<file path="src/inc/mdcr_pkg.sv">
// Constants for the display configuration register bank
package mdcr_pkg;
  localparam logic [15:0] ADR_POS6 = 16'h001d;
  localparam logic [15:0] ADR_SLAVE = 16'h0020;
  localparam logic [15:0] ADR_IDENT = 16'h0021;
  localparam logic [15:0] ADR_BAUD = 16'h0022;
  localparam logic [15:0] ADR_PERMIT = 16'h0023;
  localparam logic [15:0] ADR_DELAY = 16'h0025;
  localparam logic [15:0] ADR_SUPP = 16'h0026;
  localparam logic [15:0] ADR_GAP = 16'h0027;
  localparam logic [15:0] ADR_LUM_ST = 16'h002d;
  localparam logic [15:0] ADR_EDIT = 16'h002f;
  localparam logic [15:0] ADR_FORMAT = 16'h0030;
  localparam logic [15:0] ADR_LUM_LV = 16'h0031;
  localparam logic [15:0] ADR_VAL_LO = 16'h0001;
  localparam logic [15:0] ADR_VAL_HI = 16'h0003;
  localparam logic [7:0] FN_READ = 8'h03;
  localparam logic [7:0] FN_WR_ONE = 8'h06;
  localparam logic [7:0] FN_WR_MANY = 8'h10;
  localparam logic [7:0] EXC_NONE = 8'h00;
  localparam logic [7:0] EXC_FUNC = 8'h01;
  localparam logic [7:0] EXC_ADDR = 8'h02;
  localparam logic [7:0] EXC_VALUE = 8'h03;
  localparam logic [7:0] EXC_PERM = 8'h08;
  localparam logic [15:0] SLAVE_MIN = 16'h0001;
  localparam logic [15:0] SLAVE_MAX = 16'h00ff;
  localparam logic [15:0] BAUD_MAX = 16'h0007;
  localparam logic [15:0] FLAG_MAX = 16'h0001;
  localparam logic [15:0] DELAY_MAX = 16'h0005;
  localparam logic [15:0] GAP_MAX = 16'h0063;
  localparam logic [15:0] LUM_MIN = 16'h0001;
  localparam logic [15:0] LUM_MAX = 16'h0008;
  localparam logic [15:0] FORMAT_MAX = 16'h0003;
  localparam int BLINK_BIT = 12;
  localparam logic [7:0] SLAVE_RST = 8'h01;
  localparam logic [2:0] BAUD_RST = 3'h3;
  localparam logic PERMIT_RST = 1'b1;
  localparam logic [2:0] DELAY_RST = 3'h0;
  localparam logic SUPP_RST = 1'b1;
  localparam logic [6:0] GAP_RST = 7'h00;
  localparam logic [3:0] LUM_RST = 4'h8;
  localparam logic EDIT_RST = 1'b0;
  localparam logic [1:0] FORMAT_RST = 2'h0;
  localparam logic BLINK_RST = 1'b0;
  localparam int CLK_HZ = 100_000_000;
  localparam int SEC_NS = 1_000_000_000;
  localparam int CLK_NS = 10;
  localparam int CYC_PER_SEC = SEC_NS / CLK_NS;
  // Extra reply delay options, in character times
  localparam logic [7:0] DLY_1 = 8'h0a;
  localparam logic [7:0] DLY_2 = 8'h14;
  localparam logic [7:0] DLY_3 = 8'h32;
  localparam logic [7:0] DLY_4 = 8'h64;
  localparam logic [7:0] DLY_5 = 8'hc8;
endpackage : mdcr_pkg

</file>
<file path="src/hdl/mdcr_regs.sv">
// Configuration register bank of a serial-bus numeric display slave
// Behaviour
// - Slave address register holds values 1 to 255.
// - Reply to an address write goes out under the old address.
// - Fixed identification code, read only, writes refused.
// - Line speed code 0..7 selects 1200 up to 115200 baud.
// - Reply to a line speed write uses the new speed.
// - Write permit flag: zero blocks bus writes, one allows them.
// - Bus may clear the permit; only the local menu sets it.
// - Writes while blocked answer exception eight.
// - Reply delay code 0..5 adds none, 10, 20, 50, 100, 200.
// - Suppress flag zero blocks replies to value and point writes.
// - Frame gap check: zero off, 1..99 seconds maximum gap.
// - Stored brightness 1..8 also sets brightness at once when written.
// - Live brightness 1..8 changes brightness at once.
// - Live brightness is volatile; reset sets it to 8, not to the stored value.
// - Edit style: zero per digit, one ramp editing.
// - Value format 0..3; 32-bit forms need both value words.
// - Only functions 3, 6, 16; others answer exception one.
// - Unknown register gives exception two, bad value exception three.
// - Sixth position attribute register exists on six-position builds only.
// - Bit twelve of sixth position attributes enables blinking.
`timescale 1ns/1ps
module mdcr_regs
  import mdcr_pkg::*;
#(
  parameter bit SIX_POS = 1'b1,
  parameter logic [15:0] IDENT_CODE = 16'h5a5a,
  parameter int SEC_CYCLES = CYC_PER_SEC
) (
  input wire logic mclk,
  input wire logic reset_n,
  input wire logic req_valid,
  input wire logic [7:0] req_func,
  input wire logic [15:0] req_addr,
  input wire logic [15:0] req_data,
  input wire logic req_ext_ok,
  input wire logic [15:0] ext_rdata,
  output logic ext_wr,
  input wire logic frame_rx,
  input wire logic menu_wr,
  input wire logic [15:0] menu_addr,
  input wire logic [15:0] menu_data,
  output logic rsp_valid,
  output logic [7:0] rsp_exc,
  output logic [15:0] rsp_data,
  output logic rsp_send,
  output logic [7:0] rsp_slave,
  output logic [2:0] rsp_baud,
  output logic [7:0] rsp_delay_chars,
  output logic [7:0] slave_addr,
  output logic [2:0] baud_code,
  output logic write_permit,
  output logic [2:0] delay_code,
  output logic reply_on_value,
  output logic [6:0] gap_limit,
  output logic gap_expired,
  output logic [3:0] stored_lum,
  output logic [3:0] display_lum,
  output logic ramp_edit,
  output logic [1:0] value_format,
  output logic blink_flag
);

  function automatic logic in_range(input logic [15:0] a, input logic [15:0] d);
    logic ok;
    ok = 1'b1;
    if (a == ADR_SLAVE) begin
      ok = (d >= SLAVE_MIN) && (d <= SLAVE_MAX);
    end else if (a == ADR_BAUD) begin
      ok = d <= BAUD_MAX;
    end else if (a == ADR_PERMIT || a == ADR_SUPP || a == ADR_EDIT) begin
      ok = d <= FLAG_MAX;
    end else if (a == ADR_DELAY) begin
      ok = d <= DELAY_MAX;
    end else if (a == ADR_GAP) begin
      ok = d <= GAP_MAX;
    end else if (a == ADR_LUM_ST || a == ADR_LUM_LV) begin
      ok = (d >= LUM_MIN) && (d <= LUM_MAX);
    end else if (a == ADR_FORMAT) begin
      ok = d <= FORMAT_MAX;
    end
    return ok;
  endfunction : in_range

  function automatic logic [7:0] delay_chars(input logic [2:0] code);
    logic [7:0] n;
    n = 8'h00;
    case (code)
      3'd1: n = DLY_1;
      3'd2: n = DLY_2;
      3'd3: n = DLY_3;
      3'd4: n = DLY_4;
      3'd5: n = DLY_5;
      default: n = 8'h00;
    endcase
    return n;
  endfunction : delay_chars

  logic [7:0] slave_ff;
  logic [2:0] baud_ff;
  logic permit_ff;
  logic [2:0] delay_ff;
  logic supp_ff;
  logic [6:0] gap_ff;
  logic [3:0] lum_st_ff;
  logic [3:0] lum_now_ff;
  logic edit_ff;
  logic [1:0] format_ff;
  logic blink_ff;
  logic rsp_valid_ff;
  logic [7:0] rsp_exc_ff;
  logic [15:0] rsp_data_ff;
  logic rsp_send_ff;
  logic [7:0] rsp_slave_ff;
  logic [2:0] rsp_baud_ff;
  logic [7:0] rsp_delay_ff;
  logic [31:0] tick_ff;
  logic [6:0] sec_ff;
  logic gap_exp_ff;

  // Request decode
  wire is_read = req_func == FN_READ;
  wire is_write = (req_func == FN_WR_ONE) || (req_func == FN_WR_MANY);
  wire hit_pos6 = SIX_POS && (req_addr == ADR_POS6);
  wire hit_ident = req_addr == ADR_IDENT;
  wire hit_local = hit_pos6 || (req_addr == ADR_SLAVE) || hit_ident || (req_addr == ADR_BAUD)
    || (req_addr == ADR_PERMIT) || (req_addr == ADR_DELAY) || (req_addr == ADR_SUPP)
    || (req_addr == ADR_GAP) || (req_addr == ADR_LUM_ST) || (req_addr == ADR_EDIT)
    || (req_addr == ADR_FORMAT) || (req_addr == ADR_LUM_LV);
  wire known = hit_local || req_ext_ok;
  wire bus_range_ok = req_ext_ok || in_range(req_addr, req_data);

  // Function first, then address, then permission, then value
  wire [7:0] exc =
    !(is_read || is_write) ? EXC_FUNC :
    !known ? EXC_ADDR :
    (is_write && hit_ident) ? EXC_ADDR :
    (is_write && !permit_ff) ? EXC_PERM :
    (is_write && !bus_range_ok) ? EXC_VALUE :
    EXC_NONE;

  wire bus_ok = req_valid && is_write && (exc == EXC_NONE);
  wire bus_wr = bus_ok && !req_ext_ok;
  assign ext_wr = bus_ok && req_ext_ok;

  // Menu edits bypass the permit flag but still obey ranges
  wire menu_ok = menu_wr && in_range(menu_addr, menu_data);
  wire wr_en = menu_ok || bus_wr;
  wire [15:0] wr_addr = menu_ok ? menu_addr : req_addr;
  wire [15:0] wr_data = menu_ok ? menu_data : req_data;
  wire wr_is_menu = menu_ok;

  wire we_slave = wr_en && (wr_addr == ADR_SLAVE);
  wire we_baud = wr_en && (wr_addr == ADR_BAUD);
  wire we_permit = wr_en && (wr_addr == ADR_PERMIT);
  wire we_delay = wr_en && (wr_addr == ADR_DELAY);
  wire we_supp = wr_en && (wr_addr == ADR_SUPP);
  wire we_gap = wr_en && (wr_addr == ADR_GAP);
  wire we_lum_st = wr_en && (wr_addr == ADR_LUM_ST);
  wire we_lum_lv = wr_en && (wr_addr == ADR_LUM_LV);
  wire we_edit = wr_en && (wr_addr == ADR_EDIT);
  wire we_format = wr_en && (wr_addr == ADR_FORMAT);
  wire we_pos6 = wr_en && SIX_POS && (wr_addr == ADR_POS6);

  // A bus write of one leaves the flag alone; only the menu raises it
  wire nxt_permit = !we_permit ? permit_ff :
    wr_is_menu ? wr_data[0] :
    (permit_ff && wr_data[0]);

  // Stored value also takes effect at once when edited
  wire [3:0] nxt_lum_now = we_lum_lv ? wr_data[3:0] :
    we_lum_st ? wr_data[3:0] : lum_now_ff;

  // Read mux
  wire [15:0] rd_local =
    hit_pos6 ? {3'b000, blink_ff, 12'h000} :
    (req_addr == ADR_SLAVE) ? {8'h00, slave_ff} :
    hit_ident ? IDENT_CODE :
    (req_addr == ADR_BAUD) ? {13'h0000, baud_ff} :
    (req_addr == ADR_PERMIT) ? {15'h0000, permit_ff} :
    (req_addr == ADR_DELAY) ? {13'h0000, delay_ff} :
    (req_addr == ADR_SUPP) ? {15'h0000, supp_ff} :
    (req_addr == ADR_GAP) ? {9'h000, gap_ff} :
    (req_addr == ADR_LUM_ST) ? {12'h000, lum_st_ff} :
    (req_addr == ADR_EDIT) ? {15'h0000, edit_ff} :
    (req_addr == ADR_FORMAT) ? {14'h0000, format_ff} :
    (req_addr == ADR_LUM_LV) ? {12'h000, lum_now_ff} :
    16'h0000;
  wire [15:0] nxt_rsp_data = (exc != EXC_NONE || !is_read) ? req_data :
    req_ext_ok ? ext_rdata : rd_local;

  // Value and point writes may be silent
  wire val_reg = req_ext_ok && (req_addr >= ADR_VAL_LO) && (req_addr <= ADR_VAL_HI);
  wire nxt_send = !(is_write && (exc == EXC_NONE) && val_reg && !supp_ff);

  // Reply goes under the address held before this request
  wire [7:0] nxt_rsp_slave = slave_ff;
  // Reply uses the speed this request selects
  wire [2:0] nxt_rsp_baud = (bus_wr && we_baud) ? req_data[2:0] : baud_ff;

  // One short process per configuration register keeps each reset value beside its update
  always_ff @(posedge mclk or negedge reset_n) begin
    if (!reset_n) begin
      slave_ff <= SLAVE_RST;
    end else begin
      slave_ff <= we_slave ? wr_data[7:0] : slave_ff;
    end
  end

  always_ff @(posedge mclk or negedge reset_n) begin
    if (!reset_n) begin
      baud_ff <= BAUD_RST;
    end else begin
      baud_ff <= we_baud ? wr_data[2:0] : baud_ff;
    end
  end

  always_ff @(posedge mclk or negedge reset_n) begin
    if (!reset_n) begin
      permit_ff <= PERMIT_RST;
    end else begin
      permit_ff <= nxt_permit;
    end
  end

  always_ff @(posedge mclk or negedge reset_n) begin
    if (!reset_n) begin
      delay_ff <= DELAY_RST;
    end else begin
      delay_ff <= we_delay ? wr_data[2:0] : delay_ff;
    end
  end

  always_ff @(posedge mclk or negedge reset_n) begin
    if (!reset_n) begin
      supp_ff <= SUPP_RST;
    end else begin
      supp_ff <= we_supp ? wr_data[0] : supp_ff;
    end
  end

  always_ff @(posedge mclk or negedge reset_n) begin
    if (!reset_n) begin
      gap_ff <= GAP_RST;
    end else begin
      gap_ff <= we_gap ? wr_data[6:0] : gap_ff;
    end
  end

  always_ff @(posedge mclk or negedge reset_n) begin
    if (!reset_n) begin
      edit_ff <= EDIT_RST;
    end else begin
      edit_ff <= we_edit ? wr_data[0] : edit_ff;
    end
  end

  always_ff @(posedge mclk or negedge reset_n) begin
    if (!reset_n) begin
      format_ff <= FORMAT_RST;
    end else begin
      format_ff <= we_format ? wr_data[1:0] : format_ff;
    end
  end

  // Only bit twelve is kept; the other attribute bits read back as zero
  always_ff @(posedge mclk or negedge reset_n) begin
    if (!reset_n) begin
      blink_ff <= BLINK_RST;
    end else begin
      blink_ff <= we_pos6 ? wr_data[BLINK_BIT] : blink_ff;
    end
  end

  // Both levels reset to LUM_RST; live brightness does not restart from the stored level
  always_ff @(posedge mclk or negedge reset_n) begin
    if (!reset_n) begin
      lum_st_ff <= LUM_RST;
    end else begin
      lum_st_ff <= we_lum_st ? wr_data[3:0] : lum_st_ff;
    end
  end

  always_ff @(posedge mclk or negedge reset_n) begin
    if (!reset_n) begin
      lum_now_ff <= LUM_RST;
    end else begin
      lum_now_ff <= nxt_lum_now;
    end
  end

  always_ff @(posedge mclk or negedge reset_n) begin
    if (!reset_n) begin
      rsp_valid_ff <= 1'b0;
    end else begin
      rsp_valid_ff <= req_valid;
    end
  end

  // Reply fields hold until the next request, so the framer may read them late
  always_ff @(posedge mclk or negedge reset_n) begin
    if (!reset_n) begin
      rsp_exc_ff <= EXC_NONE;
      rsp_data_ff <= 16'h0000;
      rsp_send_ff <= 1'b0;
      rsp_slave_ff <= SLAVE_RST;
      rsp_baud_ff <= BAUD_RST;
      rsp_delay_ff <= 8'h00;
    end else begin
      if (req_valid) begin
        rsp_exc_ff <= exc;
        rsp_data_ff <= nxt_rsp_data;
        rsp_send_ff <= nxt_send;
        rsp_slave_ff <= nxt_rsp_slave;
        rsp_baud_ff <= nxt_rsp_baud;
        rsp_delay_ff <= delay_chars(delay_ff);
      end
    end
  end

  // Gap timer restarts on every received frame
  wire tick_end = tick_ff == 32'(SEC_CYCLES - 1);
  wire [31:0] nxt_tick = (frame_rx || tick_end) ? 32'h0000_0000 : tick_ff + 32'h0000_0001;
  wire sec_full = sec_ff == 7'h7f;
  wire [6:0] nxt_sec = frame_rx ? 7'h00 :
    (tick_end && !sec_full) ? sec_ff + 7'h01 : sec_ff;
  wire nxt_gap_exp = !frame_rx && (gap_ff != 7'h00) && (nxt_sec >= gap_ff);

  always_ff @(posedge mclk or negedge reset_n) begin
    if (!reset_n) begin
      tick_ff <= 32'h0000_0000;
    end else begin
      tick_ff <= nxt_tick;
    end
  end

  // Saturating, so a long silence cannot wrap round and clear the alarm
  always_ff @(posedge mclk or negedge reset_n) begin
    if (!reset_n) begin
      sec_ff <= 7'h00;
    end else begin
      sec_ff <= nxt_sec;
    end
  end

  always_ff @(posedge mclk or negedge reset_n) begin
    if (!reset_n) begin
      gap_exp_ff <= 1'b0;
    end else begin
      gap_exp_ff <= nxt_gap_exp;
    end
  end

  assign rsp_valid = rsp_valid_ff;
  assign rsp_exc = rsp_exc_ff;
  assign rsp_data = rsp_data_ff;
  assign rsp_send = rsp_send_ff;
  assign rsp_slave = rsp_slave_ff;
  assign rsp_baud = rsp_baud_ff;
  assign rsp_delay_chars = rsp_delay_ff;
  assign slave_addr = slave_ff;
  assign baud_code = baud_ff;
  assign write_permit = permit_ff;
  assign delay_code = delay_ff;
  assign reply_on_value = supp_ff;
  assign gap_limit = gap_ff;
  assign gap_expired = gap_exp_ff;
  assign stored_lum = lum_st_ff;
  assign display_lum = lum_now_ff;
  assign ramp_edit = edit_ff;
  assign value_format = format_ff;
  assign blink_flag = blink_ff;

endmodule : mdcr_regs

</file>
<file path="config.mk">
export PLATFORM = sky130hd
export DESIGN_NAME = mdcr_regs
export DESIGN_NICKNAME = d
export VERILOG_FILES = /design/src/inc/mdcr_pkg.sv /design/src/hdl/mdcr_regs.sv
export SDC_FILE = /design/constraint.sdc
export NUM_CORES = 1
export LEC_CHECK = 0
export BUFFER_PORTS_ARGS = -buffer_cell sky130_fd_sc_hd__buf_2
export CAP_MARGIN = 20
export CORE_ASPECT_RATIO = 1.25
export CORE_MARGIN = 2
export CORE_UTILIZATION = 58
export CTS_CLUSTER_DIAMETER = 150
export DETAILED_ROUTE_END_ITERATION = 8
export PLACE_DENSITY = 0.95
export REMOVE_ABC_BUFFERS = 1
export SYNTH_ARGS = -nofsm -noshare
export SYNTH_HDL_FRONTEND = slang
export SYNTH_SLANG_ARGS = --single-unit
</file>
<file path="constraint.sdc">
create_clock -name mclk -period 11.15 [get_ports mclk]
set_input_delay 2.23 -clock mclk [delete_from_list [all_inputs] [get_ports mclk]]
set_output_delay 2.23 -clock mclk [all_outputs]
set_load 0.03 [all_outputs]
</file>
==> impl_summary.md, run 1 <==
Status
The run finished with clean final reports.

Global route
For this run the aggregate overflow at the end of global routing stands at 0. The global-route layer with the greatest usage is met2. The number of global-route vias before repair was 6753. Entering global routing, the biggest net connects 85 pins.

In the global route stage, met2 resource usage came out at 0.547. The wire length of the first global-routing pass is 33100 um. The met1 routing resource usage after global routing is 0.380. Across every metal layer, demand over resource in global routing totals 0.328. The met3 track utilization from global routing is 0.0717.

The initial antenna violation count is 0.

Critical path
The data required time of the critical path is 8920 ps. For the worst flop-to-flop path, the logic depth is 18. Counting buffers and inverters, the worst setup path is 10 cells deep. The kind of critical path is in -> out. The signal on the critical path passes through buf_2, nor4_4, nand3_1, nor4_2, nor3_1, o21a_1, a41o_1, nor3_1, and3_1, buf_2. The kind of cell with the highest combined delay on the critical path is simple AND/OR/NAND/NOR gates. Counting both buffers and inverters, the worst setup path holds a total of 2. The delay of the slowest cell on the worst path is 500 ps.

The critical path data arrival time is 4840 ps. The startpoint class of the critical path is an input pin. The largest fanout of any net on the critical path is 11. The cell with the largest stage delay on the worst path is nor4_2. The endpoint kind of the worst setup timing path is an output port.

STA
The hold violation total from the final report is 0. The fmax is 141 MHz. Setup repair after global routing left no endpoint under its margin. Dividing the final minimum period by the clock period gives 0.634. The setup TNS is 0 ps. The final count of negative-setup-slack endpoints is 0. The count of pins over their slew limit came to 0. Across all setup checks in the final design, the least slack found is 4080 ps. Headroom to the max-slew limit came out at 0.389. For the finished layout, the period the worst path requires is 7070 ps. At the pin with the least slew margin, the transition time is 905 ps.

The clock skew is 9.28 ps.

Clock network
TritonCTS built the clock tree. Hold repair after CTS inserted 0 buffers. The tree built by TritonCTS fans out to 114 sinks. In this run, post-CTS repair resized a total of 0 instances. The setup fix buffers added after clock tree synthesis is 0. The clock passes through at most 2 buffers. The clock tree synthesis step divided the H-tree into 4 levels. The cell at the root of the clock tree is clkbuf_16.

TritonCTS created 17 clock buffers. The clock transition at the register clock pins on the worst setup and hold paths after CTS is 50 ps. The source-to-sink clock delay at the later pin of the worst-skew pair is 420 ps.

Placement
At the placement stage, the worst setup path has a slack of 4130 ps. The wire-length estimate of the detail-placed layout is 15000 um. The count of buffers added on input and output ports is 169. The final weighted congestion in routability-driven placement is 0.962.

Floorplanning
The cell row count is 45. The full die area is 0.0131 mm2. The count of pins on the block boundary is 176. In this run the standard cell core region covers 0.0120 mm2.

The die width is 103 um. The initial cell density of the core is 0.589. The die boundary height is 127 um.

Detailed routing
The number of DRC violations after detailed routing is 0. After detailed routing, the total wire length is 20600 um. Across all layers, the routed design uses 6758 vias. The detailed-router iteration count before antenna repair is 5. The residual antenna-violating net count after detailed routing is 0. For this block, the initial DRC count from the detailed router was 447. In the final routed layout, each cell accounts on average for 19.0 um.

The vias per cell is 6.21.

Finish
The count of antenna diodes in the layout is 0. The proportion of layout cells with a drive suffix above 1 is 0.303. Compared with the post-synthesis result, the final layout area differs by 22.3%. The final net count is 1015. The top cell types in the final layout, fill and taps aside, are buf_2, dfrtp_1, nor2_1. The most frequent standard cell in the layout excluding fill and tap cells is buf_2.

Logic synthesis
Synthesis produced a netlist whose cell count is 760. The share of the synthesized area in the top cell type is 0.368. The synthesized flop and latch total is 114. By area the synthesized netlist is led by dfrtp_1, mux2_2, nor2_1. The count of different cell masters after synthesis is 80. The mean area per synthesized cell is 9.30 um2. Counting flops with an async set or reset pin after synthesis yields a share of 1.00.

The synthesized design contains 0 enable-type register cells. The largest total area in the synthesized netlist belongs to dfrtp_1. The mapped netlist covers 0.00707 mm2.

The number of warning messages in the yosys log is 0. Among all flip-flop cells after synthesis, the most frequent one is dfrtp_1. For this run, the register share of the synthesized area comes to 0.406.

Power
Of the total power, the clock network draws 0.518. For this design the static power due to leakage is 3.93 nW. The internal power of the cells totals 857 uW. The net switching fraction of the power is 0.241. The peak ir drop on the vdd network is 88.4 uV. The relative contribution of sequential cells to total power is 0.379.

The total power density per cell area is 131 mW/mm2. The share of total power dissipated in combinational logic is 0.104. The reported net switching power is 272 uW.

Flow run
The max-cap violation count is 0.

Worst hold path
The worst hold path class is reg -> reg. The worst hold path was traced through 2 stages.
worst paths after layout:
| kind | start | to | slack [ps] |
|---|---|---|---|
| worst max-delay path | req_addr[8] | ext_wr | 4080 |
| worst min-delay path | rsp_baud[1] | rsp_baud[1] | 490 |
| worst max register to register | tick_ff[2] | gap_expired | 6770 |
| worst min register to register | rsp_baud[1] | rsp_baud[1] | 490 |
| max in group asynchronous | reset_n | slave_addr[0] | 8280 |
| min in group asynchronous | reset_n | tick_ff[0] | 1740 |
power groups by stage:
| stage | Clock [mW] | Combinational (mW) | Sequential (mW) |
|---|---|---|---|
| 2_1_floorplan | 0 | 0.0390 | 0.448 |
| 3_3_place_gp | 0 | 0.113 | 0.434 |
| 3_5_place_dp | 0 | 0.114 | 0.434 |
| 4_1_cts | 0.586 | 0.115 | 0.427 |
| 5_1_grt | 0.609 | 0.127 | 0.428 |
| 6_report | 0.584 | 0.117 | 0.427 |
cell usage after synthesis (all sizes together), types with 13 or more instances:
master  count
mux2       61
nand2      52
buf        16
nand4      16
nor4       33
or3        13
nand3      30
inv        23
a21oi      42
nand2b     17
xor2       25
clkbuf     31
nor2       90
o21ai      26
nor3       24
dfrtp     104
worst min-delay path, delay by kind of cell, from the launching register on:
family             cells  cell delay, ps
and+or+nand+nor        1              80
DFF                    1             360
AOI/OAI and AO/OA      1              40
cell type report:
class	count	area [um2]
clock buffers	23	488
clock inverters	9	153
fillers	887	3350
inverters	23	86.3
multi-input cells	581	3930
flip-flops and latches	114	2870
well taps	164	205
repair buffers	175	913
flip-flops by register name, indices dropped and copies added (netlist names), 2 cells and up:
name / flops
baud_code: 3
delay_code: 3
display_lum: 4
gap_limit: 7
rsp_baud: 3
rsp_data: 16
rsp_delay_chars: 7
rsp_exc: 3
rsp_slave: 8
sec_ff: 7
slave_addr: 8
stored_lum: 4
tick_ff: 32
value_format: 2
cells by family after synthesis:
family	Yosys count	synth area share
adder cells (fa/ha/maj)	9	0.0159
multiplexers	70	0.110
XOR/XNOR	34	0.0421
other	1	0.000531
buffers and inverters	70	0.0418
flip-flops	114	0.406
AND/OR/NAND/NOR	322	0.246
AO/OA/AOI/OAI	140	0.138
per-stage QoR:
step	instances	total power, mW	hold WS (ps)	instance area, um2	util
floorplan	718	0.487	488	6880	-
global placement	1056	0.546	477	7980	0.665
detailed placement	1056	0.548	478	7980	0.665
CTS	1088	1.13	487	8620	0.719
global route	1089	1.16	520	8640	0.721
finish	1089	1.13	488	8640	0.721
layer usage:
metal | part of all wire | vias to the layer above
met1 | 0.36 | 3200
met4 | 0.064 | 0
met3 | 0.076 | 105
met5 | 0 | -
li1 | - | 3074
met2 | 0.50 | 379
Power figures use the tool's default switching activity.
==> run 2: changes to the inputs <==
--- a/config.mk
+++ b/config.mk
@@ -9,10 +9,10 @@
 export CAP_MARGIN = 20
 export CORE_ASPECT_RATIO = 1.25
 export CORE_MARGIN = 2
-export CORE_UTILIZATION = 58
+export CORE_UTILIZATION = 54
 export CTS_CLUSTER_DIAMETER = 150
 export DETAILED_ROUTE_END_ITERATION = 8
-export PLACE_DENSITY = 0.95
+export PLACE_DENSITY = 0.91
 export REMOVE_ABC_BUFFERS = 1
 export SYNTH_ARGS = -nofsm -noshare
 export SYNTH_HDL_FRONTEND = slang
==> constraint.sdc (replaced) <==
create_clock -name mclk -period 6.8 [get_ports mclk]
set_input_delay 1.36 -clock mclk [delete_from_list [all_inputs] [get_ports mclk]]
set_output_delay 1.36 -clock mclk [all_outputs]
set_load 0.03 [all_outputs]
==> run 2 against run 1 <==
Effect of this change: worst setup slack lost 2600 ps; die area rose by 7.1%; wire length grew 3.5%; global-route usage down 1.8 points; cell count grew 0.18%; count of clock-buffer cells in the layout fell by 1; combinational power up 66%; register-to-register slack got worse by 4300 ps; largest power group unchanged.
==> impl_summary.md, run 2 (synthesized netlist as in run 1, its figures left out) <==
Critical path
The reg-to-reg startpoint is tick_ff[2]. The register-to-register path setup slack is 2510 ps. The delay of the slowest cell on the worst path is 470 ps. In this run the critical register-to-register path is captured at gap_expired. The cell with the largest stage delay on the worst path is nor4_2. The worst setup path is launched from an input pin.

The logic depth of the worst register-to-register path is 18. Traced cell by cell, the critical path runs through buf_2, nor4_4, nand3_1, nor4_2, nor3_1, o21a_1, a41o_1, nor3_1, and3_1, buf_2. The worst setup path is captured at an output port. At the worst endpoint, the required time is 5440 ps. The kind of cell with the highest combined delay on the critical path is simple AND/OR/NAND/NOR gates. The worst path buffer plus inverter count is 2. The kind of critical path is in -> out. The largest fanout of any net on the critical path is 11. Data on the critical path arrives at its endpoint at 3930 ps.

STA
The worst max-slew margin expressed relative to the limit is 0.294. For the final database, setup skew stands at 9.71 ps. The fraction of the cycle the final worst path needs is 0.778.

The final period demand of the worst path is 5290 ps. The worst-margin pin slew is 1050 ps. The final count of negative-setup-slack endpoints is 0. The setup TNS is 0 ps. Setup repair after global routing left no endpoint under its margin. The fmax is 189 MHz. The count of pins over their slew limit is 0. The hold violation total from the final report is 0.

Power
The total power draw is 1.82 mW. In this run the power density over the cells is 211 mW/mm2. The standby leakage power is 3.92 nW. The peak ir drop on the vdd network is 127 uV.

Clock network
Buffers added to address setup during post-CTS repair amount to 0. The clock reaches the later pin of the worst-skew pair after 420 ps. The cell at the root of the clock tree is clkbuf_16. The number of hold buffers added after CTS was 0. In this run the number of H-tree levels came out at 4.

In this run, post-CTS repair resized a total of 0 instances. Clock tree synthesis found a total of 114 sinks. The CTS tree is built. No sink is reached through more buffers than the 2 on the longest clock path. Buffers inserted during clock tree synthesis total 17. Clock-pin slew was measured on the worst setup and hold paths at 50 ps.

Global route
The aggregate global routing overflow is 0. The first global-routing pass estimated 34300 um of wire. For this run, global-route usage on met3 was measured as 0.0623. The met1 routing resource usage after global routing is 0.370. In the global route stage, met2 resource usage came out at 0.517.

The initial antenna violation count came to 0. For this run, the total global-route usage over all layers was measured as 0.311. After global routing, the most crowded layer is met2. The number of global-route vias before repair is 6681. The largest net degree at the start of global routing is 80.

Flow run
The max-cap violation count is 0.

Placement
The number of placed instances, taps included, is 1059. The count of input and output buffers is 169. The final weighted congestion in routability-driven placement is 1.03. Once detailed placement completed, the half-perimeter wirelength came to 15100 um.

Detailed routing
The number of DRC violations after detailed routing is 0. The detailed-router iteration count before antenna repair is 9. Dividing the detail-routed wire length by the instance count gives 19.6 um.

The vias per cell is 6.25. The first-iteration detailed-routing DRC count is 484. Once detail routing completed, the nets flagged for antenna violations numbered 0.

The total detailed-routing wirelength is 21400 um. Across all layers, the routed design uses 6817 vias.

Worst hold path
The hold path startpoint is rsp_baud[0]. In this run the worst hold path is classified as reg -> reg. The worst hold path depth is 2. The endpoint of the worst hold path is rsp_baud[0].

Floorplanning
The cell row count is 46. The die width is 106 um. The initial cell density of the core is 0.555. The full die area is 0.0140 mm2. Pin placement for this block handled 176 I/O pins. The die boundary height is 132 um. The placeable core region is 0.0127 mm2.

Status
The run finished with clean final reports.

Finish
The post-synthesis to final-layout area growth is 21.9%. In the final layout, the share of cells above drive strength 1 is 0.302. The flip-flop count of the largest register after layout is 32. 0 antenna diodes ended up in the layout. Once layout is complete, the cells apart from fillers number 1091.

The register with the most flip-flops in the final layout is tick_ff. The top cell types in the final layout, fill and taps aside, are buf_2, dfrtp_1, nor2_1. The most frequent standard cell in the layout excluding fill and tap cells is buf_2.

The final net count is 1014.
==> run 2: cell types whose count changed in the layout (fill, tap and decap cells not counted) <==
cell / previous run / this run
clkinv_4: 0 / 1
clkinv_2: 2 / 3
clkinvlp_4: 3 / 2
bufinv_16: 4 / 3
clkbuf_1: 2 / 1
buf_4: 6 / 5
==> run 2: through the flow <==
step | instance area [um2] | setup WS [ps] | utilization | hold WS [ps]
after global routing | 8610 | 1330 | 0.677 | 506
after detailed placement | 7970 | 1580 | 0.627 | 488
final | 8610 | 1510 | 0.677 | 496
after global placement | 7970 | 1670 | 0.627 | 475
after floorplan | 6880 | 1250 | - | 488
after CTS | 8590 | 1570 | 0.675 | 495
==> run 2: cell type report <==
cell class	count	area, um2
multi-input combinational	581	3930
fill	963	4110
clock inverter	9	129
sequential	114	2870
inverter	23	86.3
tap	168	210
clock buffer	22	484
timing repair buffer	174	906
==> run 2: worst max path at each step <==
stage                             from            to  slack, ps  depth (start not counted)
after floorplan           menu_data[1]  gap_limit[0]       1250                          9
after global placement     req_addr[8]        ext_wr       1670                         10
after detailed placement   req_addr[8]        ext_wr       1580                         10
after CTS                  req_addr[8]        ext_wr       1570                         10
after global routing      req_addr[12]        ext_wr       1330                         10
final                      req_addr[8]        ext_wr       1510                         10
==> run 2: routing by layer <==
layer	vias to the layer above	wire length (um)	part of all wire
met5	-	0	0
met4	0	1310	0.061
met3	117	1700	0.080
met2	409	10500	0.49
met1	3208	7830	0.37
li1	3083	-	-
==> run 2: worst register-to-register path, stage by stage, from the launching register on <==
cell	delay [ps]
dfrtp_1	400
and3_1	190
and2_1	180
and3_1	250
nand2_1	160
nor4b_1	570
a21boi_1	530
xnor2_1	120
or2_2	300
ha_1	270
nand2b_1	150
a21o_1	170
a21o_1	170
a21oi_1	150
nor2b_1	60
o21ai_0	200
nand2b_1	90
a21oi_1	150
nor3_1	60
==> run 2: where the power goes <==
group          switching [mW]  internal (mW)
registers             0.00847          0.693
clock network           0.316          0.611
logic                   0.132         0.0621
